===== config.mk =====
export PLATFORM = sky130hd
export DESIGN_NAME = window_watchdog
export DESIGN_NICKNAME = d
export VERILOG_FILES = /design/src/shared/wdog_pkg.sv /design/src/window_watchdog.sv
export SDC_FILE = /design/constraint.sdc
export NUM_CORES = 1
export LEC_CHECK = 0
export ABC_CLOCK_PERIOD_IN_PS = 6000
export BUFFER_PORTS_ARGS = -buffer_cell sky130_fd_sc_hd__buf_2
export CORE_ASPECT_RATIO = 1.4
export CORE_MARGIN = 1
export CORE_UTILIZATION = 41
export DETAILED_ROUTE_END_ITERATION = 16
export MAX_ROUTING_LAYER = met4
export PLACE_DENSITY = 0.6
export SLEW_MARGIN = 25
export SYNTH_ARGS = -nofsm -noshare
export SYNTH_HDL_FRONTEND = slang
export SYNTH_SLANG_ARGS = --single-unit

===== constraint.sdc =====
create_clock -name clk -period 6 [get_ports clk]
set_input_delay 1.2 -clock clk [delete_from_list [all_inputs] [get_ports clk]]
set_output_delay 1.2 -clock clk [all_outputs]
set_load 0.01 [all_outputs]

===== src/shared/wdog_pkg.sv =====
// Constants shared by the window watchdog design
package wdog_pkg;
  // Internal oscillator period equals one fault pulse time
  localparam int unsigned OSC_PERIOD_NS = 50000;
  localparam int unsigned CLK_PERIOD_NS = 50;
  // Clock cycles per oscillator tick, rounded down, at least one
  localparam int unsigned TICK_CYCLES_RAW = OSC_PERIOD_NS / CLK_PERIOD_NS;
  localparam int unsigned TICK_CYCLES =
    (TICK_CYCLES_RAW < 1) ? 1 : TICK_CYCLES_RAW;
  // Window period in oscillator ticks
  localparam int unsigned WINDOW_TICKS = 5000;
  localparam int unsigned HALF_TICKS = WINDOW_TICKS / 2;
  // First open window after initialization, in window periods
  localparam int unsigned FIRST_OPEN_MULT = 8;
  localparam int unsigned FIRST_OPEN_TICKS = FIRST_OPEN_MULT * WINDOW_TICKS;
  // Fault pulse length in ticks
  localparam int unsigned FAULT_TICKS = 1;
  localparam int TICK_W = 16;
  localparam int CNT_W = 16;
endpackage


===== src/window_watchdog.sv =====
// Window watchdog with pulsed fault or latched flag output option
`timescale 1ns/1ns
`default_nettype none
// Summary of operation
// - Fault when no kick arrives in the extended first open window.
// - Pulsed option: fault drives fault output low for one pulse time.
// - Supervisor reset rising while enabled reinitializes the watchdog.
// - Pulsed option: disabling never shortens an active fault pulse.
// - Enable falling edge reinitializes when supervisor reset is high.
// - Flag option: unserviced first open window sets a latched flag.
// - Flag option: supervisor reset pulses low one pulse time at flag set.
// - Flag option: supervisor reset low from output drop clears the flag.
// - Flag option: disabling the watchdog keeps the flag set.
// - Flag option: disabling never shortens the fault reset pulse.
// - Re-enabling via enable high then low reinitializes supervision.
// - First open window is eight windows; later open windows half one.
// - Each regular window is a closed half then an open half.
// - Kick in closed window or missing kick in open window is a fault.
module window_watchdog
  import wdog_pkg::*;
#(
  parameter int unsigned TICK_LEN = TICK_CYCLES
)
(
  input wire logic clk,
  input wire logic reset_n,
  input wire logic flag_option,
  input wire logic wdog_enable_n,
  input wire logic service_kick,
  input wire logic regulator_good,
  output logic service_fault_pulse_n,
  output logic service_fault_latch,
  output logic supervisor_reset_n
);

  typedef enum logic [1:0] {IDLE, FIRST_OPEN, CLOSED, OPEN} phase_e;

  logic [1:0] en_sync_r;
  logic [1:0] kick_sync_r;
  logic [1:0] good_sync_r;
  logic [1:0] opt_sync_r;
  logic en_prev_r;
  logic kick_prev_r;
  logic rst_prev_r;
  logic [TICK_W-1:0] tick_cnt_r;
  logic tick;
  phase_e phase_r;
  logic [CNT_W-1:0] win_cnt_r;
  logic [CNT_W-1:0] win_cnt_nxt;
  logic [CNT_W-1:0] pulse_cnt_r;
  logic pulse_active;
  logic fault;
  logic reinit;
  logic enabled;
  logic kick_rise;
  logic sup_rise;
  logic en_fall;

  // Two-stage synchronisers on all pin inputs
  always_ff @(posedge clk or negedge reset_n)
  begin
    if (!reset_n)
    begin
      en_sync_r <= 2'h0;
      kick_sync_r <= 2'h0;
      good_sync_r <= 2'h0;
      opt_sync_r <= 2'h0;
    end
    else
    begin
      en_sync_r <= {en_sync_r[0], wdog_enable_n};
      kick_sync_r <= {kick_sync_r[0], service_kick};
      good_sync_r <= {good_sync_r[0], regulator_good};
      opt_sync_r <= {opt_sync_r[0], flag_option};
    end
  end

  // Enable pin is active low, so reset state means enabled
  assign enabled = !en_sync_r[1];

  // Edge history from the second synchroniser stage, plus the supervisor reset output
  always_ff @(posedge clk or negedge reset_n)
  begin
    if (!reset_n)
    begin
      en_prev_r <= 1'b0;
      kick_prev_r <= 1'b0;
      rst_prev_r <= 1'b0;
    end
    else
    begin
      en_prev_r <= en_sync_r[1];
      kick_prev_r <= kick_sync_r[1];
      rst_prev_r <= supervisor_reset_n;
    end
  end

  assign kick_rise = kick_sync_r[1] && !kick_prev_r;
  assign sup_rise = supervisor_reset_n && !rst_prev_r;
  assign en_fall = !en_sync_r[1] && en_prev_r;

  // Oscillator tick divider; stands in for the resistor-set oscillator
  always_ff @(posedge clk or negedge reset_n)
  begin
    if (!reset_n)
      tick_cnt_r <= '0;
    else if (tick)
      tick_cnt_r <= '0;
    else
      tick_cnt_r <= tick_cnt_r + TICK_W'(1);
  end

  assign tick = (tick_cnt_r == TICK_W'(TICK_LEN - 1));

  // Reinit on supervisor reset rise while enabled, or enable fall
  assign reinit = (sup_rise && enabled)
    || (en_fall && supervisor_reset_n);

  // Fault on missed open window or kick in closed window
  always_comb
  begin
    fault = 1'b0;
    win_cnt_nxt = win_cnt_r;
    if (tick)
      win_cnt_nxt = win_cnt_r + CNT_W'(1);
    unique case (phase_r)
      IDLE:
        fault = 1'b0;
      FIRST_OPEN:
        fault = tick && !kick_rise
          && (win_cnt_r == CNT_W'(FIRST_OPEN_TICKS - 1));
      CLOSED:
        fault = kick_rise;
      OPEN:
        fault = tick && !kick_rise
          && (win_cnt_r == CNT_W'(HALF_TICKS - 1));
    endcase
  end

  // Window sequencer; any fault reinitializes to the long first window
  always_ff @(posedge clk or negedge reset_n)
  begin
    if (!reset_n)
    begin
      phase_r <= IDLE;
      win_cnt_r <= '0;
    end
    else if (!enabled || !supervisor_reset_n)
    begin
      phase_r <= IDLE;
      win_cnt_r <= '0;
    end
    else if (reinit || fault || phase_r == IDLE)
    begin
      phase_r <= FIRST_OPEN;
      win_cnt_r <= '0;
    end
    else if (kick_rise && (phase_r == FIRST_OPEN || phase_r == OPEN))
    begin
      phase_r <= CLOSED;
      win_cnt_r <= '0;
    end
    else if (phase_r == CLOSED && tick
      && win_cnt_r == CNT_W'(HALF_TICKS - 1))
    begin
      phase_r <= OPEN;
      win_cnt_r <= '0;
    end
    else
      win_cnt_r <= win_cnt_nxt;
  end

  // Pulse timer runs to completion whatever the enable does
  always_ff @(posedge clk or negedge reset_n)
  begin
    if (!reset_n)
      pulse_cnt_r <= '0;
    else if (fault)
      pulse_cnt_r <= CNT_W'(FAULT_TICKS * TICK_LEN);
    else if (pulse_cnt_r != '0)
      pulse_cnt_r <= pulse_cnt_r - CNT_W'(1);
  end

  assign pulse_active = (pulse_cnt_r != '0) || fault;

  // Pulsed fault output, only in the pulsed option
  always_ff @(posedge clk or negedge reset_n)
  begin
    if (!reset_n)
      service_fault_pulse_n <= 1'b1;
    else
      service_fault_pulse_n <= !(pulse_active && !opt_sync_r[1]);
  end

  // Supervisor reset: regulator drop, or fault pulse in flag option
  always_ff @(posedge clk or negedge reset_n)
  begin
    if (!reset_n)
      supervisor_reset_n <= 1'b0;
    else
      supervisor_reset_n <= good_sync_r[1]
        && !(pulse_active && opt_sync_r[1]);
  end

  // Latched flag; set wins, cleared only by regulator-caused reset
  always_ff @(posedge clk or negedge reset_n)
  begin
    if (!reset_n)
      service_fault_latch <= 1'b0;
    else if (fault && opt_sync_r[1])
      service_fault_latch <= 1'b1;
    else if (!good_sync_r[1])
      service_fault_latch <= 1'b0;
    // Disable leaves the flag untouched
  end

  // Low-time counters for the pulse length checks
  // A real tick is far too long for a repetition, so count cycles instead
  logic [CNT_W-1:0] fault_low_r;
  logic [CNT_W-1:0] rst_low_r;

  // Counters restart whenever their output is high again
  always_ff @(posedge clk or negedge reset_n)
  begin
    if (!reset_n)
    begin
      fault_low_r <= '0;
      rst_low_r <= '0;
    end
    else
    begin
      fault_low_r <= service_fault_pulse_n ? '0 : fault_low_r + CNT_W'(1);
      rst_low_r <= supervisor_reset_n ? '0 : rst_low_r + CNT_W'(1);
    end
  end

  // Fault pulse lasts the decision cycle plus one tick time
  a_pulse_len: assert property (@(posedge clk) disable iff (!reset_n)
    $rose(service_fault_pulse_n) |->
      fault_low_r == CNT_W'(FAULT_TICKS * TICK_LEN + 1))
    else $error("fault pulse length wrong");

  // Flag-option reset pulse has the same length, enable or not
  // Only pulses that end with the flag still set come from a fault
  a_rst_pulse_len: assert property (@(posedge clk) disable iff (!reset_n)
    ($rose(supervisor_reset_n) && service_fault_latch && opt_sync_r[1]) |->
      rst_low_r == CNT_W'(FAULT_TICKS * TICK_LEN + 1))
    else $error("fault reset pulse length wrong");

  // Disable does not cut the pulse short
  a_pulse_hold: assert property (@(posedge clk) disable iff (!reset_n)
    (!service_fault_pulse_n && pulse_cnt_r > 1) |=> !service_fault_pulse_n)
    else $error("fault pulse cut short");

  // Flag set comes with a reset pulse
  a_flag_reset: assert property (@(posedge clk) disable iff (!reset_n)
    $rose(service_fault_latch) |-> !supervisor_reset_n)
    else $error("flag set without reset pulse");

  // Flag survives disable while regulator is good
  a_flag_keep: assert property (@(posedge clk) disable iff (!reset_n)
    (service_fault_latch && good_sync_r[1]) |=> service_fault_latch)
    else $error("flag lost");

  // Regulator drop clears the flag
  a_flag_clear: assert property (@(posedge clk) disable iff (!reset_n)
    (!good_sync_r[1] && !fault) |=> !service_fault_latch)
    else $error("flag not cleared");

  // Reinit enters the first open window
  a_reinit_first: assert property (@(posedge clk) disable iff (!reset_n)
    (reinit && enabled && supervisor_reset_n) |=> phase_r == FIRST_OPEN)
    else $error("reinit missed");

  // Kick during closed half is a fault
  a_closed_kick: assert property (@(posedge clk) disable iff (!reset_n)
    (phase_r == CLOSED && kick_rise) |-> fault)
    else $error("closed kick not faulted");

  // First window bounded by eight windows
  a_first_len: assert property (@(posedge clk) disable iff (!reset_n)
    phase_r == FIRST_OPEN |-> win_cnt_r < CNT_W'(FIRST_OPEN_TICKS))
    else $error("first window overrun");

endmodule
`default_nettype wire


; ---- Yosys cells after proc, flatten, opt, wreduce, memory -nomap -nowiden
; Index checks and enable logic that the tools add are counted.
[word_totals]
reg_bits = 64
input_bits = 6
[op_classes]
n_addsub = 3
n_eq_ne = 7
muxes = 15
n_reduce_logical = 34
[ops]
columns = operator, n
row1 = 16-bit two-way mux, 8
row2 = 16-bit by 1-bit adder with 16-bit output (second input constant), 2
row3 = 16-bit by 10-bit equality test with 1-bit output (second input constant), 1
row4 = 16-bit by 12-bit equality test with 1-bit output (second input constant), 1
row5 = 16-bit equality test (second input constant), 1
row6 = 16-bit nonzero test, 1
row7 = 16-bit by 1-bit subtractor with 16-bit output (second input constant), 1
row8 = 1-bit logical AND, 15
row9 = 1-bit zero test, 8
row10 = 2-bit two-way mux, 4
row11 = 1-bit logical OR, 6
row12 = 5-bit nonzero test, 1
row13 = 2-bit equality test (second input constant), 2
row14 = 1-bit one-hot mux with 4 select lines, 1
row15 = 4-bit nonzero test, 1
row16 = 2-bit by 1-bit equality test with 1-bit output (second input constant), 1
row17 = 2-bit zero test, 1
row18 = 1-bit two-way mux, 2
row19 = 2-bit by 1-bit != test with 1-bit output (second input constant), 1
row20 = 2-bit nonzero test, 1

; ---- Logic depth before layout (Yosys ltp)
[depth]
depth_word = 10
ltp_mapped = 7

; ---- Least setup slack after synthesis
; No wires, ideal clock.
[synth_timing]
path_type = flip-flop to flip-flop
start = register pulse_cnt_r[8]
end = register pulse_cnt_r[4]
t_arrival_ps = 1979
required_time_ps = 5882
setup_slack_ps = 3902
path_stages_with_launch = 7
n_path_buf = 1
cell_sequence = dfrtp_1 -> or4_4 -> or4b_1 -> buf_2 -> o21ai_0 -> xor2_1 -> nor2_1
[synth_between]
elab_chain_cells = 2
[synth_lines]
columns = element, line_no
row1 = from (decl), window_watchdog.sv:50  ; logic [CNT_W-1:0] pulse_cnt_r;
row2 = from (signal assigned), window_watchdog.sv:179  ; pulse_cnt_r <= CNT_W'(FAULT_TICKS * TICK_LEN);
row3 = from (signal assigned), window_watchdog.sv:181  ; pulse_cnt_r <= pulse_cnt_r - CNT_W'(1);
row4 = 16-bit nonzero test, window_watchdog.sv:180  ; else if (pulse_cnt_r != '0)
row5 = 2-bit nonzero test (no source line), n/a
; No other way between the ends.
; A chain may end at the register's enable or synchronous reset.

; ---- Final worst setup path
[layout_timing]
start = register tick_cnt_r[4]
end = register win_cnt_r[1]
[layout_between]
elab_chain_cells = 8
elab_cells_between_ends = 14
classes_between = eq/ne (1) / mux (5) / reduce/logical (8)
[layout_lines]
columns = element, line_no
row1 = from (decl), window_watchdog.sv:45  ; logic [TICK_W-1:0] tick_cnt_r;
row2 = from (signal assigned), window_watchdog.sv:110  ; tick_cnt_r <= tick_cnt_r + TICK_W'(1);
row3 = 16-bit by 10-bit equality test with 1-bit output (*), window_watchdog.sv:113  ; assign tick = (tick_cnt_r == TICK_W'(TICK_LEN - 1));
row4 = 1-bit logical AND, "window_watchdog.sv:130, window_watchdog.sv:135"
row5 = "1-bit logical AND, on equally long branches", "window_watchdog.sv:136, window_watchdog.sv:131"
row6 = 1-bit one-hot mux with 4 select lines, window_watchdog.sv:126  ; unique case (phase_r)
row7 = 1-bit logical OR (2 in a row), window_watchdog.sv:153  ; else if (reinit || fault || phase_r == IDLE)
row8 = 16-bit two-way mux, window_watchdog.sv:153
row9 = 16-bit two-way mux, window_watchdog.sv:148  ; else if (!enabled || !supervisor_reset_n)
row10 = to (signal assigned), window_watchdog.sv:170  ; win_cnt_r <= win_cnt_nxt;
row11 = to (decl), window_watchdog.sv:48  ; logic [CNT_W-1:0] win_cnt_r;
; Mark *: on every way between the ends. The rest lies on a longest branch, timed or not.

==> impl_metrics.yaml <==
run_status:
  outcome: "finished, final reports clean"
global_routing:
  grt_max_degree: 65
  first_pass_grt_wire_length_mm: 10.7
  grt_remaining_overflow: 0
  number_of_global_route_vias_before_repair: 2288
  grt_util_all_layers_pct: 18.3
  number_of_antenna_violations_at_the_first_check_in_global_routing: 0
setup_path:
  critical_path.startpoint_type: "flip-flop"
  worst_path_max_delay_cell: "sky130_fd_sc_hd__o211ai_1"
  crit_type: "flip-flop to flip-flop"
  peak_per_stage_delay_on_the_critical_path_ns: 0.74
  setup.worst_path.end_class: "flip-flop"
  worst_ep_required_time_ns: 6.18
  crit_fanout: 12
  timing.critical_path.buf_inv: 0
  crit_family: "compound AO/OA/AOI/OAI gates"
  worstPathArrival_ns: 2.94
  timing.critical_path.cells: "nor4b_1, and4_1, a41oi_1, o211ai_1, a21oi_1"
final_layout:
  finalNetCount: 320
  final_layout_size_suffix_gt1_share_pct: 11.1
  insertedDiodeCount: 0
  syn_to_final_growth_pct: 10.9
  utilization_pct: 48.0
  filler_cell_count: 668
run:
  maxCapViolCount: 0
synthesis:
  synth_largest_type_area_fraction_pct: 51.5
  asyncSetResetFlopFracSynth_pct: 100
  synth_top_cells_by_count: "sky130_fd_sc_hd__dfrtp_1 (63), sky130_fd_sc_hd__nor2_1 (34), sky130_fd_sc_hd__xnor2_1 (19)"
  netlist_area_pre_place_sq_mm: 0.00306
  synth.ff_latch_count: 64
  yosysSeqAreaShare_pct: 52.3
  synth.distinct_cells: 46
  synth_instances: 296
  yosys_warnings: 0
  yosysMostFrequentCell: "sky130_fd_sc_hd__dfrtp_1"
  synth.avg_cell_area_sq_um: 10.3
  synthFlopType: "sky130_fd_sc_hd__dfrtp_1"
  synth_top_area_cell: "sky130_fd_sc_hd__dfrtp_1"
  synth_edf_count: 0
  yosys-top-cells-area: "sky130_fd_sc_hd__dfrtp_1 (51%), sky130_fd_sc_hd__xnor2_1 (5.4%), sky130_fd_sc_hd__nor2_1 (4.2%)"
  synth_fp_nets: 305
timing:
  tightest_slew_ns: 0.855
  fin_worst_hold_slack_ns: 0.350
  setup_violations: 0
  clock.fmax_mhz: 363
  min_period_over_period_pct: 46.0
  timing.slew.headroom_pct: 42.7
  hold_viol_final: 0
  fin_setup_tns_ns: 0
  final_max_slew_violation_count: 0
  final.setup_skew_ns: 0.0152
  final_period_minus_worst_setup_slack_ns: 2.76
  setup_repair_after_global_routing_missed_its_margin: "no"
die:
  core_area_sq_mm: 0.00707
  die_area_sq_mm: 0.00783
  io_pins: 9
  die_w_microns: 75.1
  die-height_microns: 104
  placementRows: 36
  start_util_pct: 43.3
clock_network:
  cts_buffer_depth: 2
  clock_tree_from_tritoncts: "built"
  cts_root_buffer: "sky130_fd_sc_hd__clkbuf_8"
  cts.hold.buffers_added: 0
  clock_latency_of_the_later_clocked_register_in_the_worst_skew_pair_ns: 0.35
  h-tree-depth: 3
  clock_sinks: 64
  setup_fix_bufs_post_cts: 0
  clk_transition_reported_paths_ns: 0.07
  cts_buffers: 9
  cts.repair.resized: 0
detailed_routing:
  drt_pre_antenna_iters: 7
  wl_per_cell_microns: 14.6
  via_count: 2231
  drt-vias-per-instance: 5.44
  ant_nets: 0
  routed_wirelength_mm: 5.98
  first_iter_violations: 105
  drc: 0
power:
  power.ir.vdd_worst_mv: 0.216
  power_density_mw_per_mm2: 314
  leakage_nw: 1.39
placement:
  finalWeightedCongestion: 0.808
  hpwlAfterDp_mm: 4.08
  port_buffers: 8
worst_hold_path:
  holdCritPathClass: "flip-flop to flip-flop"
-- stage by stage --
step	instances	cell area [sq um]	power [W]	setup WS, ns
6_report	410	3400	0.00107	3.24
5_1_grt	410	3400	0.00113	3.00
4_1_cts	410	3400	0.00108	3.25
3_5_place_dp	395	3200	0.000709	3.28
3_3_place_gp	395	3200	0.000702	3.40
2_1_floorplan	296	3060	0.000664	3.90
-- state kept, by name, summed over array words and instances (netlist names), 2 cells and up --
name	count
pulse_cnt_r	16
tick_cnt_r	16
win_cnt_r	16
en_sync_r	2
good_sync_r	2
kick_sync_r	2
opt_sync_r	2
phase_r	2
-- cells by family (layout without fill, tap and decap cells) --
group,count (synthesis),in the layout,share of synthesized area (%)
adder cells (fa/ha/maj),3,3,1.23
AND/OR/NAND/NOR,149,149,28.3
multiplexers,1,1,0.327
buffers and inverters,12,31,1.76
AO/OA/AOI/OAI,37,37,7.52
XOR/XNOR,30,30,8.58
flip-flops,64,64,52.3
-- final timing paths --
check	startpoint	to	cells after the start	slack [ns]
max	tick_cnt_r[4]	win_cnt_r[1]	5	3.24
min	kick_sync_r[0]	kick_sync_r[1]	0	0.35
max reg2reg	tick_cnt_r[4]	win_cnt_r[1]	5	3.24
min reg2reg	kick_sync_r[0]	kick_sync_r[1]	0	0.35
max in group asynchronous	reset_n	pulse_cnt_r[10]	2	4.45
min in group asynchronous	reset_n	win_cnt_r[11]	2	1.01
-- power by group --
| part | switching (W) | internal (W) | total [W] |
|---|---|---|---|
| clock network | 0.000168 | 0.000200 | 0.000368 |
| logic | 0.0000874 | 0.0000718 | 0.000159 |
| registers | 0.0000543 | 0.000486 | 0.000541 |
| total | 0.000310 | 0.000758 | 0.00107 |
-- area by class of cell --
type | count | area, sq um | share of cell area, %
Multi-Input combinational cell | 220 | 1410 | 41.4
Clock inverter | 5 | 57.6 | 1.69
Sequential cell | 64 | 1600 | 47.2
Inverter | 7 | 26.3 | 0.773
Timing Repair Buffer | 9 | 47.5 | 1.40
Clock buffer | 10 | 138 | 4.05
Tap cell | 95 | 119 | 3.50
-- placed cells by master (no fill, tap or decap), types with 4 or more instances in the layout --
cell / instances
sky130_fd_sc_hd__and3_1: 9
sky130_fd_sc_hd__a21oi_1: 14
sky130_fd_sc_hd__and4_1: 5
sky130_fd_sc_hd__or3_1: 6
sky130_fd_sc_hd__xor2_1: 11
sky130_fd_sc_hd__nor2b_1: 7
sky130_fd_sc_hd__xnor2_1: 19
sky130_fd_sc_hd__buf_2: 8
sky130_fd_sc_hd__clkbuf_8: 10
sky130_fd_sc_hd__nand3_1: 17
sky130_fd_sc_hd__nand2_1: 16
sky130_fd_sc_hd__o21ai_0: 12
sky130_fd_sc_hd__o31ai_1: 4
sky130_fd_sc_hd__nor2_1: 34
sky130_fd_sc_hd__nand4_1: 9
sky130_fd_sc_hd__nor3b_1: 4
sky130_fd_sc_hd__nor4_1: 6
sky130_fd_sc_hd__nor3_1: 10
sky130_fd_sc_hd__inv_1: 7
sky130_fd_sc_hd__dfrtp_1: 63
-- routing by layer --
metal  vias up  routed length (microns)  global-route usage (%)
met5         -                        0                       -
met4         0                      126                    8.36
met3        12                      159                    3.78
met2        37                     2940                    27.9
met1      1087                     2760                    23.0
li1       1095                        -                       -
Note: power is estimated with default switching activity, not from simulation.
